$ cat src/hdl/apc_pkg.sv
// package: audio path control register map, field layout, frame format and types
`default_nettype none

package apc_pkg;

  // ****************************************************************
  // register map
  // ****************************************************************
  localparam int unsigned ADDR_W = 10;
  localparam int unsigned DATA_W = 8;
  localparam int unsigned N_REGS = 5;
  localparam int unsigned IDX_W  = 3;

  localparam logic [ADDR_W-1:0] ADDR_ADC_GAIN_AND_STEREO_CLOCK = 10'h18d;
  localparam logic [ADDR_W-1:0] ADDR_VOICE_DAC_VOLUME_MUTE     = 10'h18e;
  localparam logic [ADDR_W-1:0] ADDR_LEFT_DAC_VOLUME_MUTE      = 10'h18f;
  localparam logic [ADDR_W-1:0] ADDR_RIGHT_DAC_VOLUME_MUTE     = 10'h190;
  localparam logic [ADDR_W-1:0] ADDR_AMP_MUTE_LEFT_MIXER       = 10'h191;

  localparam logic [N_REGS-1:0][ADDR_W-1:0] REG_ADDRS = {
    ADDR_AMP_MUTE_LEFT_MIXER,
    ADDR_RIGHT_DAC_VOLUME_MUTE,
    ADDR_LEFT_DAC_VOLUME_MUTE,
    ADDR_VOICE_DAC_VOLUME_MUTE,
    ADDR_ADC_GAIN_AND_STEREO_CLOCK
  };

  localparam logic [IDX_W-1:0] IDX_ADC_GAIN_AND_STEREO_CLOCK = 3'h0;
  localparam logic [IDX_W-1:0] IDX_VOICE_DAC_VOLUME_MUTE     = 3'h1;
  localparam logic [IDX_W-1:0] IDX_LEFT_DAC_VOLUME_MUTE      = 3'h2;
  localparam logic [IDX_W-1:0] IDX_RIGHT_DAC_VOLUME_MUTE     = 3'h3;
  localparam logic [IDX_W-1:0] IDX_AMP_MUTE_LEFT_MIXER       = 3'h4;

  // implemented bits; reserved bits are zero here
  localparam logic [DATA_W-1:0] MASK_ADC_GAIN_AND_STEREO_CLOCK = 8'h7f;
  localparam logic [DATA_W-1:0] MASK_DAC_VOLUME_MUTE           = 8'hbf;
  localparam logic [DATA_W-1:0] MASK_AMP_MUTE_LEFT_MIXER       = 8'hb7;

  localparam logic [N_REGS-1:0][DATA_W-1:0] WRITE_MASKS = {
    MASK_AMP_MUTE_LEFT_MIXER,
    MASK_DAC_VOLUME_MUTE,
    MASK_DAC_VOLUME_MUTE,
    MASK_DAC_VOLUME_MUTE,
    MASK_ADC_GAIN_AND_STEREO_CLOCK
  };

  localparam logic [DATA_W-1:0] RESET_VALUE    = 8'h00;
  localparam logic [DATA_W-1:0] UNMAPPED_VALUE = 8'h00;

  // ****************************************************************
  // field positions
  // ****************************************************************
  localparam int unsigned ADC_GAIN_STEPS_LSB   = 0;
  localparam int unsigned ADC_GAIN_STEPS_W     = 3;
  localparam int unsigned ADC_GAIN_ENABLE_BIT  = 3;
  localparam int unsigned STEREO_CLOCK_LSB     = 4;
  localparam int unsigned STEREO_CLOCK_W       = 3;
  localparam int unsigned DAC_VOLUME_LSB       = 0;
  localparam int unsigned DAC_VOLUME_W         = 6;
  localparam int unsigned DAC_MUTE_BIT         = 7;
  localparam int unsigned EARPIECE_MUTE_BIT    = 0;
  localparam int unsigned HEADSET_RIGHT_BIT    = 1;
  localparam int unsigned HEADSET_LEFT_BIT     = 2;
  localparam int unsigned LEFT_MIX_AUDIO_BIT   = 4;
  localparam int unsigned LEFT_MIX_VOICE_BIT   = 5;
  localparam int unsigned LEFT_MIX_LINE_BIT    = 7;

  // stereo clock code after reset selects 26 MHz
  localparam logic [STEREO_CLOCK_W-1:0] STEREO_CLOCK_26MHZ = 3'h0;

  // ****************************************************************
  // serial frame: write flag, 10-bit address, 5 spare, 8 data, msb first
  // ****************************************************************
  localparam int unsigned CNT_W = 5;
  localparam logic [CNT_W-1:0] FRAME_BITS  = 5'h18;
  localparam logic [CNT_W-1:0] HEADER_BITS = 5'h10;
  localparam int unsigned FRAME_W        = 24;
  localparam int unsigned HDR_WRITE_POS  = 15;
  localparam int unsigned HDR_ADDR_LSB   = 5;
  localparam int unsigned SYNC_STAGES_DEFAULT = 2;

  // ****************************************************************
  // types
  // ****************************************************************
  typedef struct packed {
    logic [STEREO_CLOCK_W-1:0]   stereo_clock_select;
    logic                        adc_gain_enable;
    logic [ADC_GAIN_STEPS_W-1:0] adc_gain_steps;
  } apc_adc_clock_type;

  typedef struct packed {
    logic                    mute;
    logic [DAC_VOLUME_W-1:0] volume;
  } apc_dac_type;

  typedef struct packed {
    logic earpiece_mute;
    logic headset_right_mute;
    logic headset_left_mute;
    logic left_mix_audio_dac;
    logic left_mix_voice_dac;
    logic left_mix_line_in;
  } apc_amp_mix_type;

  typedef struct packed {
    apc_adc_clock_type adc_clock;
    apc_dac_type       voice_dac;
    apc_dac_type       left_dac;
    apc_dac_type       right_dac;
    apc_amp_mix_type   amp_mix;
  } apc_audio_ctrl_type;

  typedef struct packed {
    logic             hit;
    logic [IDX_W-1:0] idx;
  } apc_decode_type;

endpackage : apc_pkg

`default_nettype wire

$ cat src/hdl/apc_reg_cell.sv
// module: one masked 8-bit control register
`timescale 1ns/1ps
`default_nettype none

module apc_reg_cell #(
  parameter logic [apc_pkg::DATA_W-1:0] WRITE_MASK  = 8'hff,
  parameter logic [apc_pkg::DATA_W-1:0] RESET_VALUE = 8'h00
) (
  input  wire logic                       clk,
  input  wire logic                       reset,
  input  wire logic                       write_en,
  input  wire logic [apc_pkg::DATA_W-1:0] write_data,
  output var  logic [apc_pkg::DATA_W-1:0] value
);

  logic [apc_pkg::DATA_W-1:0] value_reg;
  logic [apc_pkg::DATA_W-1:0] value_next;

  always_comb begin
    value_next = value_reg;
    if (write_en) begin
      value_next = write_data & WRITE_MASK;
    end
  end

  always_ff @(posedge clk) begin
    if (reset) begin
      value_reg <= RESET_VALUE & WRITE_MASK;
    end else begin
      value_reg <= value_next;
    end
  end

  assign value = value_reg;

endmodule : apc_reg_cell

`default_nettype wire

$ cat src/hdl/apc_audio_path_control_regs.sv
// module: audio path control register bank behind the serial control port
`timescale 1ns/1ps
`default_nettype none

module apc_audio_path_control_regs #(
  parameter int unsigned SYNC_STAGES = apc_pkg::SYNC_STAGES_DEFAULT
) (
  input  wire logic                        clk,
  input  wire logic                        reset,
  input  wire logic                        spi_sclk,
  input  wire logic                        spi_cs_n,
  input  wire logic                        spi_mosi,
  output var  logic                        spi_miso_out,
  output var  logic                        spi_miso_oe_n,
  output var  apc_pkg::apc_audio_ctrl_type audio_ctrl
);

  // ****************************************************************
  // elaboration checks
  // ****************************************************************
  if (SYNC_STAGES < 2) begin : g_bad_sync
    $error("SYNC_STAGES must be at least 2");
  end
  if (apc_pkg::FRAME_BITS != apc_pkg::FRAME_W) begin : g_bad_frame
    $error("frame bit count must match frame width");
  end
  if (apc_pkg::HEADER_BITS + apc_pkg::DATA_W != apc_pkg::FRAME_W) begin : g_bad_header
    $error("header plus data must fill the frame");
  end
  if (apc_pkg::HDR_ADDR_LSB + apc_pkg::ADDR_W > apc_pkg::HDR_WRITE_POS) begin : g_bad_addr
    $error("address field overlaps the write flag");
  end

  // ****************************************************************
  // decode helpers
  // ****************************************************************
  function automatic apc_pkg::apc_decode_type decode_addr(input logic [apc_pkg::ADDR_W-1:0] addr);
    apc_pkg::apc_decode_type d;
    d.hit = 1'b0;
    d.idx = '0;
    for (int i = 0; i < apc_pkg::N_REGS; i++) begin
      if (addr == apc_pkg::REG_ADDRS[i]) begin
        d.hit = 1'b1;
        d.idx = apc_pkg::IDX_W'(i);
      end
    end
    return d;
  endfunction : decode_addr

  function automatic logic [apc_pkg::ADDR_W-1:0] header_addr(input logic [apc_pkg::HEADER_BITS-1:0] hdr);
    return hdr[apc_pkg::HDR_ADDR_LSB +: apc_pkg::ADDR_W];
  endfunction : header_addr

  // ****************************************************************
  // pin synchronisers
  // ****************************************************************
  logic [SYNC_STAGES-1:0][2:0] sync_reg;
  logic [SYNC_STAGES-1:0][2:0] sync_next;
  logic                        s_sclk;
  logic                        s_cs_n;
  logic                        s_mosi;

  always_comb begin
    sync_next    = sync_reg;
    sync_next[0] = {spi_mosi, spi_cs_n, spi_sclk};
    for (int i = 1; i < SYNC_STAGES; i++) begin
      sync_next[i] = sync_reg[i-1];
    end
  end

  always_ff @(posedge clk) begin
    if (reset) begin
      sync_reg <= {SYNC_STAGES{3'h2}};
    end else begin
      sync_reg <= sync_next;
    end
  end

  assign s_sclk = sync_reg[SYNC_STAGES-1][0];
  assign s_cs_n = sync_reg[SYNC_STAGES-1][1];
  assign s_mosi = sync_reg[SYNC_STAGES-1][2];

  // ****************************************************************
  // register bank
  // ****************************************************************
  logic [apc_pkg::N_REGS-1:0][apc_pkg::DATA_W-1:0] reg_value;
  logic                                            wr_reg;
  logic                                            wr_next;
  logic [apc_pkg::IDX_W-1:0]                       wr_idx_reg;
  logic [apc_pkg::IDX_W-1:0]                       wr_idx_next;
  logic [apc_pkg::DATA_W-1:0]                      wr_data_reg;
  logic [apc_pkg::DATA_W-1:0]                      wr_data_next;

  for (genvar g = 0; g < apc_pkg::N_REGS; g++) begin : g_cell
    apc_reg_cell #(
      .WRITE_MASK  (apc_pkg::WRITE_MASKS[g]),
      .RESET_VALUE (apc_pkg::RESET_VALUE)
    ) u_cell (
      .clk        (clk),
      .reset      (reset),
      .write_en   (wr_reg && (wr_idx_reg == apc_pkg::IDX_W'(g))),
      .write_data (wr_data_reg),
      .value      (reg_value[g])
    );
  end

  // ****************************************************************
  // serial frame engine
  // ****************************************************************
  logic                               sclk_prev_reg;
  logic                               sclk_prev_next;
  logic [apc_pkg::CNT_W-1:0]          count_reg;
  logic [apc_pkg::CNT_W-1:0]          count_next;
  logic [apc_pkg::FRAME_W-1:0]        shift_reg;
  logic [apc_pkg::FRAME_W-1:0]        shift_next;
  logic [apc_pkg::DATA_W-1:0]         tx_reg;
  logic [apc_pkg::DATA_W-1:0]         tx_next;
  logic                               miso_reg;
  logic                               miso_next;
  logic                               oe_n_reg;
  logic                               oe_n_next;
  logic                               sclk_rise;
  logic                               sclk_fall;
  logic [apc_pkg::FRAME_W-1:0]        frame_in;
  logic [apc_pkg::HEADER_BITS-1:0]    hdr_now;
  logic [apc_pkg::HEADER_BITS-1:0]    hdr_done;
  apc_pkg::apc_decode_type            rd_dec;
  apc_pkg::apc_decode_type            wr_dec;

  assign sclk_rise = s_sclk && !sclk_prev_reg;
  assign sclk_fall = !s_sclk && sclk_prev_reg;
  assign frame_in  = {shift_reg[apc_pkg::FRAME_W-2:0], s_mosi};
  assign hdr_now   = frame_in[apc_pkg::HEADER_BITS-1:0];
  assign hdr_done  = frame_in[apc_pkg::FRAME_W-1 -: apc_pkg::HEADER_BITS];
  assign rd_dec    = decode_addr(header_addr(hdr_now));
  assign wr_dec    = decode_addr(header_addr(hdr_done));

  // ****************************************************************
  // frame phase tracker
  // ****************************************************************
  typedef enum logic [1:0] {
    PH_IDLE,
    PH_HEADER,
    PH_DATA,
    PH_DONE
  } apc_phase_type;

  apc_phase_type phase_reg;
  apc_phase_type phase_next;
  logic          data_phase;

  always_comb begin
    phase_next = phase_reg;
    unique case (phase_reg)
      PH_IDLE: begin
        if (!s_cs_n) begin
          phase_next = PH_HEADER;
        end
      end
      PH_HEADER: begin
        if (s_cs_n) begin
          phase_next = PH_IDLE;
        end else if (sclk_rise && (count_reg == apc_pkg::HEADER_BITS - 1'b1)) begin
          phase_next = PH_DATA;
        end
      end
      PH_DATA: begin
        if (s_cs_n) begin
          phase_next = PH_IDLE;
        end else if (sclk_rise && (count_reg == apc_pkg::FRAME_BITS - 1'b1)) begin
          phase_next = PH_DONE;
        end
      end
      PH_DONE: begin
        if (s_cs_n) begin
          phase_next = PH_IDLE;
        end
      end
    endcase
  end

  always_ff @(posedge clk) begin
    if (reset) begin
      phase_reg <= PH_IDLE;
    end else begin
      phase_reg <= phase_next;
    end
  end

  // read data shifts only in the data phase
  assign data_phase = (phase_reg == PH_DATA);

  always_comb begin
    sclk_prev_next = s_sclk;
    count_next     = count_reg;
    shift_next     = shift_reg;
    tx_next        = tx_reg;
    miso_next      = miso_reg;
    oe_n_next      = s_cs_n;
    wr_next        = 1'b0;
    wr_idx_next    = wr_idx_reg;
    wr_data_next   = wr_data_reg;
    if (s_cs_n) begin
      count_next = '0;
      miso_next  = 1'b0;
    end else begin
      if (sclk_rise && (count_reg < apc_pkg::FRAME_BITS)) begin
        shift_next = frame_in;
        count_next = apc_pkg::CNT_W'(count_reg + 1'b1);
        if (count_reg == apc_pkg::HEADER_BITS - 1'b1) begin
          // readback of implemented bits only; reserved read as zero
          tx_next = rd_dec.hit ? reg_value[rd_dec.idx] : apc_pkg::UNMAPPED_VALUE;
        end
        if ((count_reg == apc_pkg::FRAME_BITS - 1'b1) && hdr_done[apc_pkg::HDR_WRITE_POS] && wr_dec.hit) begin
          wr_next      = 1'b1;
          wr_idx_next  = wr_dec.idx;
          wr_data_next = frame_in[apc_pkg::DATA_W-1:0];
        end
      end
      if (sclk_fall && data_phase) begin
        miso_next = tx_reg[apc_pkg::DATA_W-1];
        tx_next   = {tx_reg[apc_pkg::DATA_W-2:0], 1'b0};
      end
    end
  end

  always_ff @(posedge clk) begin
    if (reset) begin
      sclk_prev_reg <= 1'b0;
      count_reg     <= '0;
      shift_reg     <= '0;
      tx_reg        <= apc_pkg::RESET_VALUE;
      miso_reg      <= 1'b0;
      oe_n_reg      <= 1'b1;
      wr_reg        <= 1'b0;
      wr_idx_reg    <= '0;
      wr_data_reg   <= apc_pkg::RESET_VALUE;
    end else begin
      sclk_prev_reg <= sclk_prev_next;
      count_reg     <= count_next;
      shift_reg     <= shift_next;
      tx_reg        <= tx_next;
      miso_reg      <= miso_next;
      oe_n_reg      <= oe_n_next;
      wr_reg        <= wr_next;
      wr_idx_reg    <= wr_idx_next;
      wr_data_reg   <= wr_data_next;
    end
  end

  assign spi_miso_out  = miso_reg;
  assign spi_miso_oe_n = oe_n_reg;

  // ****************************************************************
  // control outputs
  // ****************************************************************
  logic [apc_pkg::DATA_W-1:0] r_adc;
  logic [apc_pkg::DATA_W-1:0] r_voice;
  logic [apc_pkg::DATA_W-1:0] r_left;
  logic [apc_pkg::DATA_W-1:0] r_right;
  logic [apc_pkg::DATA_W-1:0] r_amp;

  assign r_adc   = reg_value[apc_pkg::IDX_ADC_GAIN_AND_STEREO_CLOCK];
  assign r_voice = reg_value[apc_pkg::IDX_VOICE_DAC_VOLUME_MUTE];
  assign r_left  = reg_value[apc_pkg::IDX_LEFT_DAC_VOLUME_MUTE];
  assign r_right = reg_value[apc_pkg::IDX_RIGHT_DAC_VOLUME_MUTE];
  assign r_amp   = reg_value[apc_pkg::IDX_AMP_MUTE_LEFT_MIXER];

  assign audio_ctrl.adc_clock.adc_gain_steps      = r_adc[apc_pkg::ADC_GAIN_STEPS_LSB +: apc_pkg::ADC_GAIN_STEPS_W];
  assign audio_ctrl.adc_clock.adc_gain_enable     = r_adc[apc_pkg::ADC_GAIN_ENABLE_BIT];
  assign audio_ctrl.adc_clock.stereo_clock_select = r_adc[apc_pkg::STEREO_CLOCK_LSB +: apc_pkg::STEREO_CLOCK_W];
  assign audio_ctrl.voice_dac.volume              = r_voice[apc_pkg::DAC_VOLUME_LSB +: apc_pkg::DAC_VOLUME_W];
  assign audio_ctrl.voice_dac.mute                = r_voice[apc_pkg::DAC_MUTE_BIT];
  assign audio_ctrl.left_dac.volume               = r_left[apc_pkg::DAC_VOLUME_LSB +: apc_pkg::DAC_VOLUME_W];
  assign audio_ctrl.left_dac.mute                 = r_left[apc_pkg::DAC_MUTE_BIT];
  assign audio_ctrl.right_dac.volume              = r_right[apc_pkg::DAC_VOLUME_LSB +: apc_pkg::DAC_VOLUME_W];
  assign audio_ctrl.right_dac.mute                = r_right[apc_pkg::DAC_MUTE_BIT];
  assign audio_ctrl.amp_mix.earpiece_mute         = r_amp[apc_pkg::EARPIECE_MUTE_BIT];
  assign audio_ctrl.amp_mix.headset_right_mute    = r_amp[apc_pkg::HEADSET_RIGHT_BIT];
  assign audio_ctrl.amp_mix.headset_left_mute     = r_amp[apc_pkg::HEADSET_LEFT_BIT];
  assign audio_ctrl.amp_mix.left_mix_audio_dac    = r_amp[apc_pkg::LEFT_MIX_AUDIO_BIT];
  assign audio_ctrl.amp_mix.left_mix_voice_dac    = r_amp[apc_pkg::LEFT_MIX_VOICE_BIT];
  assign audio_ctrl.amp_mix.left_mix_line_in      = r_amp[apc_pkg::LEFT_MIX_LINE_BIT];

endmodule : apc_audio_path_control_regs

`default_nettype wire

$ cat config.mk
export PLATFORM = sky130hd
export DESIGN_NAME = apc_audio_path_control_regs
export DESIGN_NICKNAME = d
export VERILOG_FILES = /design/src/hdl/apc_pkg.sv /design/src/hdl/apc_reg_cell.sv /design/src/hdl/apc_audio_path_control_regs.sv
export SDC_FILE = /design/constraint.sdc
export NUM_CORES = 1
export LEC_CHECK = 0
export BUFFER_PORTS_ARGS = -buffer_cell sky130_fd_sc_hd__buf_2
export CAP_MARGIN = 20
export CELL_PAD_IN_SITES_DETAIL_PLACEMENT = 1
export CELL_PAD_IN_SITES_GLOBAL_PLACEMENT = 1
export CORE_UTILIZATION = 40
export CTS_CLUSTER_SIZE = 28
export DETAILED_ROUTE_END_ITERATION = 6
export PLACE_DENSITY_LB_ADDON = 0.1
export RECOVER_POWER = 25
export SYNTH_ARGS = -nofsm -noshare
export SYNTH_HDL_FRONTEND = slang
export SYNTH_SLANG_ARGS = --single-unit
$ cat constraint.sdc
create_clock -name clk -period 1.9 [get_ports clk]
set_input_delay 0.38 -clock clk [delete_from_list [all_inputs] [get_ports clk]]
set_output_delay 0.38 -clock clk [all_outputs]
set_load 0.02 [all_outputs]
==> impl_metrics.json <==
{
  "endpoint_kind": "flip-flop",
  "die_h_um": 102,
  "place_inst": 624,
  "layout_common_cells": "dfxtp_1 (91), nor2_1 (62), nand2_1 (58)",
  "p_per_area_nw_per_um2": 737,
  "finalMaxSlewViolations": 0,
  "slew_headroom_pct": 53.1,
  "drtIter0Drc": 111,
  "maxCapViolCount": 0,
  "fmaxAchievable_mhz": 533,
  "synthCells": 445,
  "rsz0062_at_grt": "yes",
  "synth_seq_cells": 93,
  "grt_pass1_vias": 3404,
  "vias": 3427,
  "viasPerCell": 5.35,
  "final_common_cell": "dfxtp_1",
  "first_pass_iters": 4,
  "cts_tree": "yes",
  "crit_arrival_ps": 2160,
  "hp-class": "input pin to flip-flop",
  "area_growth_pct": 19.1,
  "drc_errors": 0,
  "tns_ps": 0,
  "worstSetupPathType": "flip-flop to flip-flop",
  "start_kind": "flip-flop",
  "cp_max_fo": 4,
  "clockRootBuffer": "clkbuf_8",
  "largest_reg_flops": 34,
  "wl_per_cell_um": 17.9,
  "io_buffer_count": 40,
  "clock_path_buffers": 2,
  "run_status": "complete, no violations",
  "grt_overflow": 0,
  "holdBufCountCts": 0,
  "path_clk_slew_ps": 90,
  "grt_start_max_net_pins": 38,
  "worst_pin_slew_ps": 703,
  "clock_sinks": 93,
  "synth_cell_types": 59,
  "post-route-util_pct": 49.0,
  "rows": 36,
  "leakagePower_nw": 1.73,
  "worst_slack_ps": 24.1,
  "async_flop_share_pct": 0,
  "syn-cell-area_um2": 4020,
  "layout.cells.non_filler": 641,
  "vdd_drop_max_v": 0.000333,
  "final_nets": 510,
  "wl_um": 11400,
  "die_area_um2": 10500,
  "dp_slack_ps": 19.4,
  "cp_data_required_time_ps": 2180,
  "hold_viol": 0,
  "setup_viol": 0,
  "grt_usage_pct": 22.6,
  "n_antenna_cell": 0,
  "coreArea_um2": 9770,
  "synth_nets": 452,
  "finalCritPeriodShare_pct": 98.7,
  "ant_nets": 0,
  "die_x_um": 102,
  "grt_first_pass_wirelength_um": 17600,
  "antenna_found_initial": 0,
  "finClkSkew_ps": 9.51,
  "synth_ff_type": "dfxtp_1",
  "final_layout_size_suffix_gt1_share_pct": 20.9,
  "routabilityCongestion": 0.842,
  "num_io_pins": 41,
  "seq_area_frac_synth_pct": 46.3,
  "hpwl_um": 8280,
  "clock_latency_ps": 360,
  "floorplan.initialDensity_pct": 41.2,
  "ys.warnings.count": 0,
  "finalCriticalPeriod_ps": 1880,
  "cts_buffers": 9,
  "htreeDepth": 3,
  "syn_area_per_cell_um2": 9.04,
  "synth_edf_count": 0
}
## per-stage QoR
stage | hold slack, ps | cell area (um^2) | total power (W)
final | 200 | 4790 | 0.00353
after global routing | 195 | 4790 | 0.00365
after CTS | 185 | 4770 | 0.00358
after detailed placement | 401 | 4530 | 0.00207
after global placement | 399 | 4530 | 0.00207
after floorplan | 389 | 4020 | 0.00204
## synthesized netlist by cell type (3+ instances only)
cell	instances	area share, %
dfxtp_1	93	46
a211oi_2	3	0.93
a32oi_1	3	0.65
nand2_1	60	5.6
nor2_1	62	5.8
a2bb2oi_1	4	0.87
o221ai_1	3	0.65
a31oi_1	3	0.47
nor2b_1	10	1.6
a22oi_1	5	0.93
and3b_1	3	0.65
nor3_2	3	0.75
nand2b_1	4	0.62
o21ai_0	6	0.75
a21oi_1	33	4.1
o22ai_1	3	0.47
clkbuf_1	21	2.0
nor3_1	8	1.0
nand3_1	8	1.0
mux2i_1	49	12
or2_2	5	0.78
inv_1	6	0.56
## critical path, cell delays in order (launching register included)
cell	delay (ps)
dfxtp_1	320
or4b_4	560
or3_4	410
a21oi_4	210
o221ai_2	140
a211oi_2	170
## cells by family after synthesis
kind of cell | Yosys count | share of synthesized area (%)
mux | 50 | 12.5
simple gates | 186 | 23.1
xor+xnor | 3 | 0.653
flops | 93 | 46.3
buf+inv | 31 | 3.11
compound gates | 80 | 13.7
fa+ha+maj | 2 | 0.622
## power by group
| part | internal [W] | switching, W | total, W |
|---|---|---|---|
| sequential | 0.00195 | 0.00000617 | 0.00196 |
| clock | 0.000816 | 0.000698 | 0.00151 |
| combinational | 0.0000152 | 0.0000433 | 0.0000585 |
| total | 0.00279 | 0.000747 | 0.00353 |
## metal layers
metal	up-vias	wire length [um]	track usage (%)
met1	1681	5650	30.5
li1	1675	-	-
met4	0	140	9.67
met3	12	314	3.56
met2	59	5330	35.8
met5	-	0	0
## worst paths after layout
path | from | to | slack (ps) | cells past startpoint
setup reg to reg | shift_reg[5] | tx_reg[0] | 20 | 5
hold reg to reg | sync_next[4] | oe_n_next | 420 | 1
setup / recovery | shift_reg[5] | tx_reg[0] | 20 | 5
hold / removal | spi_cs_n | sync_next[4] | 200 | 2
## layout make-up
type                       instances  area, um^2
clock buffer                      11         151
timing repair buffer              72         427
clock inverter                     5        82.6
fill                            1176        4980
sequential                        93        1860
multi-input combinational        321        2080
tap                              133         166
inverter                           6        22.5
## timing repair
item | in CTS | in global routing
endpoints found under the setup margin | 1 | 18
gates cloned | 0 | 0
setup buffers | 0 | 1
gates resized for setup | 1 | 12
pin swaps | 0 | 6
Power figures use the tool's default switching activity.
